## config.mk

```make
export PLATFORM = sky130hd
export DESIGN_NAME = channel_cal_config_regs
export DESIGN_NICKNAME = d
export VERILOG_FILES = /design/src/logic/cal_regs_pkg.sv /design/src/logic/channel_cal_config_regs.sv /design/src/logic/reg_word.sv
export SDC_FILE = /design/constraint.sdc
export NUM_CORES = 1
export LEC_CHECK = 0
export BUFFER_PORTS_ARGS = -buffer_cell sky130_fd_sc_hd__buf_4
export CAP_MARGIN = 20
export CELL_PAD_IN_SITES_DETAIL_PLACEMENT = 1
export CELL_PAD_IN_SITES_GLOBAL_PLACEMENT = 2
export CORE_ASPECT_RATIO = 0.8
export CORE_MARGIN = 5
export CORE_UTILIZATION = 33
export DETAILED_ROUTE_END_ITERATION = 12
export PLACE_DENSITY = 0.94
export SLEW_MARGIN = 20
export SYNTH_ARGS = -nofsm -noshare
export SYNTH_HDL_FRONTEND = slang
export SYNTH_SLANG_ARGS = --single-unit
```

## constraint.sdc

```tcl
create_clock -name mclk -period 2.7 [get_ports mclk]
set_clock_uncertainty 0.05 [all_clocks]
set_input_delay 0.27 -clock mclk [delete_from_list [all_inputs] [get_ports mclk]]
set_output_delay 0.27 -clock mclk [all_outputs]
set_load 0.05 [all_outputs]
```

## src/logic/cal_regs_pkg.sv

```systemverilog
// Purpose: constants for the channel 2 configuration and calibration register slice
// Assumes: 16-bit registers addressed by word index
// Notes: offsets are word indices of the register map
package cal_regs_pkg;
   localparam int ADDR_W = 6;
   localparam int DATA_W = 16;
   localparam logic [ADDR_W-1:0] CHAN2_CFG_ADDR = 6'h13;
   localparam logic [ADDR_W-1:0] OCAL_HIGH_ADDR = 6'h14;
   localparam logic [ADDR_W-1:0] OCAL_LOW_ADDR = 6'h15;
   localparam logic [ADDR_W-1:0] GCAL_HIGH_ADDR = 6'h16;
   localparam logic [ADDR_W-1:0] GCAL_LOW_ADDR = 6'h17;
   localparam logic [ADDR_W-1:0] CHECKSUM_ADDR = 6'h3e;
   localparam logic [ADDR_W-1:0] SPARE_ADDR = 6'h3f;
   localparam int PHASE_MSB = 15;
   localparam int PHASE_LSB = 6;
   localparam int HPOFF_BIT = 2;
   localparam int MUX_MSB = 1;
   localparam int MUX_LSB = 0;
   localparam int LOWBYTE_MSB = 15;
   localparam int LOWBYTE_LSB = 8;
   localparam logic [DATA_W-1:0] ZERO_RESET = 16'h0000;
   localparam logic [DATA_W-1:0] GAIN_HIGH_RESET = 16'h8000;
   localparam logic [1:0] MUX_PINS = 2'h0;
   localparam logic [1:0] MUX_SHORT = 2'h1;
   localparam logic [1:0] MUX_POS_TEST = 2'h2;
   localparam logic [1:0] MUX_NEG_TEST = 2'h3;
endpackage : cal_regs_pkg

```

## src/logic/channel_cal_config_regs.sv

```systemverilog
// What this block does
// config bits 15:6 hold signed ten-bit phase delay, reset zero.
// config bits 5:3 are reserved, read-only, always read 000b.
// config bit 2 set disables high-pass filter; clear defers to global corner.
// config bits 1:0 select pins, shorted, positive or negative test signal.
// offset high word holds offset bits 23:8, read/write, reset zero.
// offset low upper byte holds offset bits 7:0; lower byte reads zero.
// gain high word holds gain bits 23:8, resets to 8000h for unity.
// gain low upper byte holds gain bits 7:0; lower byte reads zero.
// checksum word at 3Eh is read-only, reads checksum_value input with no reset of its own, writes ignored.
// host writes only zeros to spare word at 3Fh, reset zero.
//
// Purpose: channel 2 configuration and calibration register slice
// Assumes: serial front end delivers decoded word accesses synchronous to mclk
// Notes: read data is registered, valid the cycle after rd_en
`timescale 1ns/1ps
`default_nettype none
module channel_cal_config_regs
   import cal_regs_pkg::*;
(
   input wire logic mclk,
   input wire logic reset,
   input wire logic wr_en,
   input wire logic rd_en,
   input wire logic [ADDR_W-1:0] addr,
   input wire logic [DATA_W-1:0] wr_data,
   input wire logic [DATA_W-1:0] checksum_value,
   output logic [DATA_W-1:0] rd_data,
   output logic rd_valid,
   output logic [9:0] chan2_phase_delay,
   output logic chan2_hp_filter_off,
   output logic [1:0] chan2_input_select,
   output logic [23:0] chan2_offset_cal,
   output logic [23:0] chan2_gain_cal
);
   ////////////////////////////////////////////////////////////////////////////
   localparam logic [DATA_W-1:0] CFG_MASK = 16'hffc7;
   localparam logic [DATA_W-1:0] LOW_MASK = 16'hff00;
   localparam logic [DATA_W-1:0] FULL_MASK = 16'hffff;
   localparam int NWORDS = 6;

   logic [DATA_W-1:0] word_val [NWORDS];
   logic [NWORDS-1:0] wr_hit;

   ////////////////////////////////////////////////////////////////////////////
   // write decode; checksum and unmapped words have no storage, so writes fall away
   always_comb begin
      wr_hit = {NWORDS{1'b0}};
      if (wr_en) begin
         case (addr)
            CHAN2_CFG_ADDR: begin
               wr_hit[0] = 1'b1;
            end
            OCAL_HIGH_ADDR: begin
               wr_hit[1] = 1'b1;
            end
            OCAL_LOW_ADDR: begin
               wr_hit[2] = 1'b1;
            end
            GCAL_HIGH_ADDR: begin
               wr_hit[3] = 1'b1;
            end
            GCAL_LOW_ADDR: begin
               wr_hit[4] = 1'b1;
            end
            SPARE_ADDR: begin
               wr_hit[5] = 1'b1;
            end
            default: begin
               wr_hit = {NWORDS{1'b0}};
            end
         endcase
      end
   end

   ////////////////////////////////////////////////////////////////////////////
   // storage words; masks keep reserved bits at zero
   genvar g;
   generate
      for (g = 0; g < NWORDS; g++) begin : g_word
         localparam logic [DATA_W-1:0] RV = (g == 3) ? GAIN_HIGH_RESET : ZERO_RESET;
         localparam logic [DATA_W-1:0] WM = (g == 0) ? CFG_MASK :
                                            ((g == 2) || (g == 4)) ? LOW_MASK :
                                            FULL_MASK;
         // spare word stores what is written; host is expected to write zero
         reg_word #(.RESET_VAL(RV), .WMASK(WM)) u_word (
            .mclk(mclk),
            .reset(reset),
            .wr_en(wr_hit[g]),
            .wr_data(wr_data),
            .value(word_val[g])
         );
      end
   endgenerate

   ////////////////////////////////////////////////////////////////////////////
   // field outputs
   assign chan2_phase_delay = word_val[0][PHASE_MSB:PHASE_LSB];
   assign chan2_hp_filter_off = word_val[0][HPOFF_BIT];
   assign chan2_input_select = word_val[0][MUX_MSB:MUX_LSB];
   assign chan2_offset_cal = {word_val[1], word_val[2][LOWBYTE_MSB:LOWBYTE_LSB]};
   assign chan2_gain_cal = {word_val[3], word_val[4][LOWBYTE_MSB:LOWBYTE_LSB]};

   ////////////////////////////////////////////////////////////////////////////
   // read path; checksum comes from the map checksum engine, never written here
   logic [DATA_W-1:0] rd_data_q;
   logic [DATA_W-1:0] rd_data_d;
   logic rd_valid_q;
   logic rd_valid_d;

   always_comb begin
      rd_data_d = rd_data_q;
      rd_valid_d = rd_en;
      if (rd_en) begin
         case (addr)
            CHAN2_CFG_ADDR: begin
               rd_data_d = word_val[0] & CFG_MASK;
            end
            OCAL_HIGH_ADDR: begin
               rd_data_d = word_val[1];
            end
            OCAL_LOW_ADDR: begin
               rd_data_d = word_val[2] & LOW_MASK;
            end
            GCAL_HIGH_ADDR: begin
               rd_data_d = word_val[3];
            end
            GCAL_LOW_ADDR: begin
               rd_data_d = word_val[4] & LOW_MASK;
            end
            CHECKSUM_ADDR: begin
               rd_data_d = checksum_value;
            end
            SPARE_ADDR: begin
               rd_data_d = word_val[5];
            end
            default: begin
               rd_data_d = ZERO_RESET; // unmapped words read zero but still answer
            end
         endcase
      end
   end

   always_ff @(posedge mclk) begin
      if (reset) begin
         rd_data_q <= ZERO_RESET;
         rd_valid_q <= 1'b0;
      end else begin
         rd_data_q <= rd_data_d;
         rd_valid_q <= rd_valid_d;
      end
   end

   assign rd_data = rd_data_q;
   assign rd_valid = rd_valid_q;
endmodule : channel_cal_config_regs
`default_nettype wire

```

## src/logic/reg_word.sv

```systemverilog
// Purpose: one 16-bit storage word with per-bit write mask and reset value
// Assumes: synchronous active-high reset
// Notes: bits outside the mask stay at zero and read as zero
`timescale 1ns/1ps
`default_nettype none
module reg_word #(
   parameter logic [15:0] RESET_VAL = 16'h0000,
   parameter logic [15:0] WMASK = 16'hffff
) (
   input wire logic mclk,
   input wire logic reset,
   input wire logic wr_en,
   input wire logic [15:0] wr_data,
   output logic [15:0] value
);
   logic [15:0] value_q;
   logic [15:0] value_d;

   always_comb begin
      value_d = value_q;
      if (wr_en) begin
         value_d = wr_data & WMASK;
      end
   end

   always_ff @(posedge mclk) begin
      if (reset) begin
         value_q <= RESET_VAL & WMASK;
      end else begin
         value_q <= value_d;
      end
   end

   assign value = value_q;
endmodule : reg_word
`default_nettype wire

```

==> results of run 1 <==
## metrics by stage
| step | utilization | worst slack [ps] | std cells | hold slack [ps] |
|---|---|---|---|---|
| global placement | 0.417 | 666 | 712 | 416 |
| finish | 0.443 | 899 | 728 | 146 |
| global route | 0.443 | 822 | 728 | 155 |
| floorplan | - | 1160 | 450 | 341 |
| detailed placement | 0.417 | 534 | 712 | 424 |
| CTS | 0.443 | 909 | 728 | 147 |
## critical path: stages
cell	delay, ps
buf_4	120
and4bb_4	460
nand4b_1	640
mux2i_1	370
nor2_1	70
## cell families after synthesis
group	Yosys count	share of synthesized area
AOI/OAI and AO/OA	81	0.125
muxes	61	0.173
and+or+nand+nor	178	0.199
DFF	94	0.452
buffers and inverters	36	0.0502
## where the power goes
part / switching (mW) / leakage (nW) / total, mW / internal, mW
combinational: 0.126 / 1.21 / 0.201 / 0.0743
sequential: 0.00411 / 0.757 / 1.40 / 1.39
clock: 0.528 / 0.157 / 1.36 / 0.835
## worst min-delay path by stage
stage | start | end | slack, ps | cells past startpoint
2_1_floorplan | wr_data[15] | g_word[3].u_word.value[15] | 340 | 2
3_3_place_gp | g_word[1].u_word.value[2] | g_word[1].u_word.value[2] | 420 | 2
3_5_place_dp | g_word[3].u_word.value[13] | g_word[3].u_word.value[13] | 420 | 2
4_1_cts | wr_data[5] | g_word[5].u_word.value[5] | 150 | 3
5_1_grt | wr_data[4] | g_word[3].u_word.value[4] | 150 | 3
6_report | wr_data[5] | g_word[5].u_word.value[5] | 150 | 3
## state kept, by name, summed over array words and instances (netlist names)
register / flops
g_word.u_word.value: 77
rd_valid: 1
rd_data: 16
## per-layer routing
| metal | GRT usage | part of all wire | vias up | routed length, um |
|---|---|---|---|---|
| met2 | 0.307 | 0.48 | 113 | 6830 |
| met3 | 0.0455 | 0.072 | 9 | 1010 |
| li1 | - | - | 1782 | - |
| met5 | 0 | 0 | - | 0 |
| met1 | 0.249 | 0.43 | 1880 | 6130 |
| met4 | 0.0410 | 0.0087 | 0 | 123 |
## cells in the final DEF, fill, tap and decap left out
master | synthesis | routed
buf_4 | 3 | 126
dfxtp_1 | 94 | 94
nand2_1 | 66 | 66
nor2_1 | 61 | 61
a21oi_1 | 48 | 48
mux2i_1 | 46 | 46
nand3_1 | 20 | 20
a311oi_1 | 15 | 15
nor2b_1 | 14 | 14
clkbuf_16 | 0 | 9
mux4_2 | 8 | 8
a22oi_1 | 8 | 8
mux2_2 | 7 | 7
a32oi_1 | 7 | 7
and2_1 | 5 | 5
nand4b_1 | 2 | 2
clkbuf_1 | 14 | 2
clkinv_2 | 0 | 2
bufinv_16 | 0 | 2
inv_1 | 1 | 1
and4_1 | 1 | 1
and4bb_4 | 1 | 1
nand4bb_1 | 1 | 1
o22ai_2 | 1 | 1
nor3_2 | 1 | 1
and4b_1 | 1 | 1
a221oi_1 | 1 | 1
a211oi_1 | 1 | 1
and3_4 | 1 | 1
and3_1 | 1 | 1
nor4b_4 | 1 | 1
nand3_2 | 1 | 1
nand3b_1 | 1 | 1
clkbuf_8 | 0 | 1
## final cells by class
class / instances / area share
inverter: 1 / 0.000691
clock buffer: 12 / 0.0454
clock inverter: 4 / 0.0129
sequential: 94 / 0.346
timing repair buffer: 126 / 0.174
tap: 171 / 0.0394
multi-input combinational: 320 / 0.381
## synth_stat cells (3+ instances only)
cell and count:
clkbuf_1 14, a22oi_1 8, nand3_1 20, mux2i_1 46
nand2_1 66, and2_1 5, buf_4 3, nor2b_1 14
dfxtp_1 94, nor2_1 61, mux2_2 7, a21oi_1 48
mux4_2 8, a311oi_1 15, buf_2 11, a32oi_1 7
==> run_results.csv, run 1 <==
group,metric,value,unit
clock_tree,postCtsSetupBuffers,0,
synthesis,synthTopCellsByArea,"dfxtp_1 45%, mux2i_1 11%, nand2_1 6.0%",
placed_design,port_buffers,119,
finish,regArea,1880,um2
setup_path,crit_type,"in2reg",
timing,worstMarginPinSlew,997,ps
routing,routed_wl,14100,um
synthesis,synth_top_flop_cell,"dfxtp_1",
routing,drt-initial-drc-count,272,
power,p_per_area,545,nW/um2
timing,slew_headroom,0.336,
setup_path,r2r_start,"g_word[1].u_word.value[10]",
clock_tree,cts_root_buf,"clkbuf_16",
clock_tree,clkLatencyLatePin,340,ps
die,die_y,110,um
setup_path,cp-start-kind,"input port",
clock_tree,cts_tree,"yes",
setup_path,endpoint_kind,"flip-flop",
timing,hold_viol_final,0,
die,num_io_pins,120,
timing,fin_crit_sh,0.667,
worst_hold_path,worstHoldPathType,"in2reg",
routing,drc,0,
clock_tree,cts_hold_buf,0,
routing,dr.pass1.iters,4,
power,p_leak,2.13,nW
setup_path,crit_required,2830,ps
clock_tree,cts_resized,0,
power,ir_drop,0.312,mV
global_route,globalRouteOverflowTotal,0,
global_route,track_usage,0.187,
die,core-area,12300,um2
clock_tree,cts_max_level,3,
global_route,antenna_found_initial,0,
routing,via_per_inst,5.20,
setup_path,rr_worst_depth,3,
routing,vias,3784,
routing,wire_per_inst,19.4,um
finish,antenna_cells,0,
die,start_util,0.340,
finish,nNetsFinal,594,
setup_path,cp_data_arrival_time,1940,ps
die,dieArea,15000,um2
setup_path,r2r-end,"rd_data[10]",
setup_path,path_max_fanout,16,
timing,slew_viol_final,0,
timing,setup_tns,0,ps
timing,rsz0062_at_grt,"false",
power,total_power,2.96,mW
synthesis,yosys.area.top_type,"dfxtp_1",
routing,ant_nets,0,
finish,syn_to_final_growth,30.6,%
synthesis,synth_edf_count,0,
finish,stdcell_area,5430,um2
status,status,"complete, no violations",
synthesis,synth-seq-cells,94,
die,num_rows,36,
synthesis,synth_cells,450,
placed_design,dp_hpwl,9980,um
synthesis,synth_nets,492,
synthesis,synth.top_cell.area_share,0.452,
flow_run,drv_cap,0,
clock_tree,path_clk_slew,60,ps
setup_path,cp-endpoint,"g_word[2].u_word.value[15]",
synthesis,syn_avg_cell_area,9.24,um2
clock_tree,clock_path_buffers,2,
synthesis,ys_seq_area_frac,0.452,
finish,drive_gt1_frac,0.289,
global_route,grt_pass1_vias,3964,
placed_design,finalWeightedCongestion,0.794,
synthesis,synth_warnings,0,
synthesis,syn_area,4160,um2
global_route,grt_max_degree,95,
clock_tree,cts_buffers,9,
setup_path,ff2ff_setup_slack,1430,ps
timing,max_freq,0.555,GHz
placed_design,placed_cell_area,5110,um2
timing,setup_viol,0,
setup_path,crit_path_start,"addr[5]",
clock_tree,clock-sinks,94,
die,die_w,136,um
timing,min_period,1800,ps
synthesis,synth.distinct_cells,35,
synthesis,async_flop_share,0,
finish,multiInputGateArea,2070,um2
global_route,grt_first_pass_wirelength,22100,um
finish,n_fill_cell,1446,
(Power assumes the default switching activity.)
==> run 2, diff against run 1 <==
Settings changed: ABC_AREA set to 1, CORE_UTILIZATION 33 to 25, PLACE_DENSITY 0.94 to 0.84.
Clock period 2.7 ns to 1.5 ns, I/O delays scaled along.
==> run 2 against run 1 <==
Net effect:
- critical path depth rose by 5
- register-to-register slack got worse by 1000 ps
- worst hold slack got worse by 110 ps
- cell area rose by 9.3%
- setup slack got worse by 660 ps
- critical path type unchanged
- wire length rose by 27%
- power rose by 92%
- cell count rose by 33%
- combinational power rose by 140%
==> run_results.csv, run 2 <==
group,metric,value,unit
status,status,"complete, no violations",
finish,multiInputGateArea,1990,um2
global_route,grt_pass1_vias,4831,
setup_path,ff2ff_setup_slack,380,ps
placed_design,dp_hpwl,13400,um
setup_path,cp_data_arrival_time,1490,ps
power,p_clk_frac,0.469,
die,die_y,127,um
routing,drc,0,
finish,regArea,1880,um2
clock_tree,cts_resized,0,
synthesis,syn_avg_cell_area,6.95,um2
setup_path,cp_common_cell,"buf_4",
routing,wire_per_inst,18.4,um
synthesis,synth_edf_count,0,
power,p_int,4.35,mW
die,core-area,16700,um2
routing,via_per_inst,4.73,
power,power_frac_comb,0.086,
global_route,track_usage,0.181,
global_route,grt_max_degree,53,
routing,routed_wl,17800,um
timing,min_period,1260,ps
synthesis,synth_warnings,0,
setup_path,critPathTopFamily,"buffers and inverters",
synthesis,synth_top_flop_cell,"dfxtp_1",
timing,slew_headroom,0.626,
die,start_util,0.256,
setup_path,crit_type,"in2reg",
die,die_w,156,um
clock_tree,path_clk_slew,60,ps
synthesis,async_flop_share,0,
clock_tree,cts_hold_buf,0,
finish,antenna_cells,0,
finish,final_cell_mix,"150 x buf_4, 129 x nand2_1, 94 x dfxtp_1, 83 x nand3_1, 70 x a21oi_1",
synthesis,yosysMostFrequentCell,"nand2_1",
routing,ant_nets,0,
power,p_per_area,955,nW/um2
setup_path,cp.buffers_inverters,4,
finish,largest_reg_flops,77,
global_route,grt_first_pass_wirelength,27900,um
die,num_rows,42,
synthesis,synth-seq-cells,94,
clock_tree,postCtsSetupBuffers,0,
synthesis,synth.distinct_cells,19,
synthesis,synth.top_cell.area_share,0.441,
flow_run,drv_cap,0,
clock_tree,cts_tree,"yes",
routing,vias,4596,
timing,finalWorstSetupSlack,237,ps
clock_tree,clock-sinks,94,
setup_path,crit_required,1730,ps
clock_tree,clkLatencyLatePin,350,ps
finish,final_common_cell,"buf_4",
worst_hold_path,hold_path_startpoint,"wr_data[7]",
clock_tree,cts_buffers,9,
placed_design,port_buffers,119,
synthesis,synth_cells,615,
power,sw_frac_of_total,0.233,
power,total_power,5.67,mW
finish,nNetsFinal,789,
die,dieArea,19800,um2
worst_hold_path,holdPathEnd,"g_word[1].u_word.value[7]",
worst_hold_path,worstHoldPathType,"in2reg",
die,num_io_pins,120,
routing,drt-initial-drc-count,343,
timing,rsz0062_at_grt,"false",
synthesis,yosys.area.top_type,"dfxtp_1",
global_route,globalRouteOverflowTotal,0,
setup_path,r2r_start,"g_word[0].u_word.value[11]",
setup_path,rr_worst_depth,6,
global_route,antenna_found_initial,0,
setup_path,path_max_fanout,13,
power,pwr-share-seq,0.445,
setup_path,crit_path_start,"addr[5]",
timing,slew_viol_final,0,
placed_design,finalWeightedCongestion,0.870,
synthesis,ys_seq_area_frac,0.441,
synthesis,syn_area,4270,um2
setup_path,cp-start-kind,"input port",
clock_tree,cts_root_buf,"clkbuf_16",
synthesis,synth_nets,657,
timing,max_freq,0.792,GHz
synthesis,synthTopCellsByArea,"dfxtp_1 44%, nand2_1 11%, nand3_1 9.7%",
clock_tree,cts_max_level,3,
power,p_leak,2.49,nW
clock_tree,clock_path_buffers,2,
timing,worstMarginPinSlew,561,ps
setup_path,endpoint_kind,"flip-flop",
setup_path,r2r-end,"rd_data[11]",
power,p_switching,1.32,mW
placed_design,pre_cts_slack,-113,ps
finish,fin_util,0.356,
power,ir_drop,0.501,mV
routing,dr.pass1.iters,4,
finish,n_fill_cell,2073,
synthesis,synth_common_cells,"129 x nand2_1, 94 x dfxtp_1, 83 x nand3_1, 70 x a21oi_1, 66 x nor2_1",
finish,drive_gt1_frac,0.261,
setup_path,cp_cell_sequence,"buf_4 > inv_1 > nand2_1 > nor2_4 > buf_4 > nand3_1 > o21ai_0 > buf_4 > o21ai_1 > a21oi_1",
setup_path,cpPeakStageDelay,240,ps
finish,syn_to_final_growth,38.9,%
timing,setup_viol,0,
timing,fin_crit_sh,0.842,
worst_hold_path,min_path_cells,3,
setup_path,cp_slowest_cell,"nor2_4",
timing,hold_viol_final,0,
[run 2: kinds of logic (layout without fill, tap and decap cells)]
group,after synthesis,count (layout),share of synthesized area
simple gates,291,291,0.294
buf+inv,90,226,0.0943
flops,94,94,0.441
compound gates,140,140,0.171
[run 2: worst max-delay path by stage]
stage	slack, ps	depth (start not counted)	to
detailed placement	-110	10	rd_data[3]
floorplan	290	7	g_word[1].u_word.value[10]
finish	240	10	rd_data[3]
global placement	-80	10	rd_data[3]
global route	100	10	rd_data[3]
CTS	250	10	rd_data[3]
[run 2: worst register-to-register path, stage by stage (launching register included)]
cell,delay (ps)
dfxtp_1,340
nand3_1,120
nand2_1,60
nor2_1,210
nand2_1,80
nand2_1,80
a21oi_2,50
[run 2: area by class of cell]
| cell class | count | area share |
|---|---|---|
| clock inverters | 4 | 0.0160 |
| repair buffers | 156 | 0.210 |
| multi-input cells | 431 | 0.335 |
| flip-flops and latches | 94 | 0.317 |
| well taps | 220 | 0.0464 |
| inverters | 55 | 0.0348 |
| clock buffers | 11 | 0.0409 |
[run 2: per-stage QoR]
step / area [um2] / setup TNS [ps] / std cells / hold WS (ps)
after floorplan: 4270 / 0 / 615 / 213
after global placement: 5600 / -1080 / 956 / 374
after detailed placement: 5600 / -2310 / 956 / 394
after CTS: 5930 / 0 / 971 / 21.6
after global routing: 5930 / 0 / 971 / 22.9
final: 5930 / 0 / 971 / 31.7
[run 2: power by group through the flow]
| stage | clock network (mW) | logic [mW] | registers [mW] |
|---|---|---|---|
| after floorplan | 0 | 0.173 | 2.63 |
| after global placement | 0 | 0.476 | 2.58 |
| after detailed placement | 0 | 0.488 | 2.58 |
| after CTS | 2.72 | 0.491 | 2.52 |
| after global routing | 2.80 | 0.526 | 2.52 |
| final | 2.66 | 0.487 | 2.52 |
[run 2: metal layers]
layer,GRT usage,wire length (um)
met4,0.0464,261
met5,0,0
met3,0.0514,1290
met2,0.273,7830
met1,0.256,8470
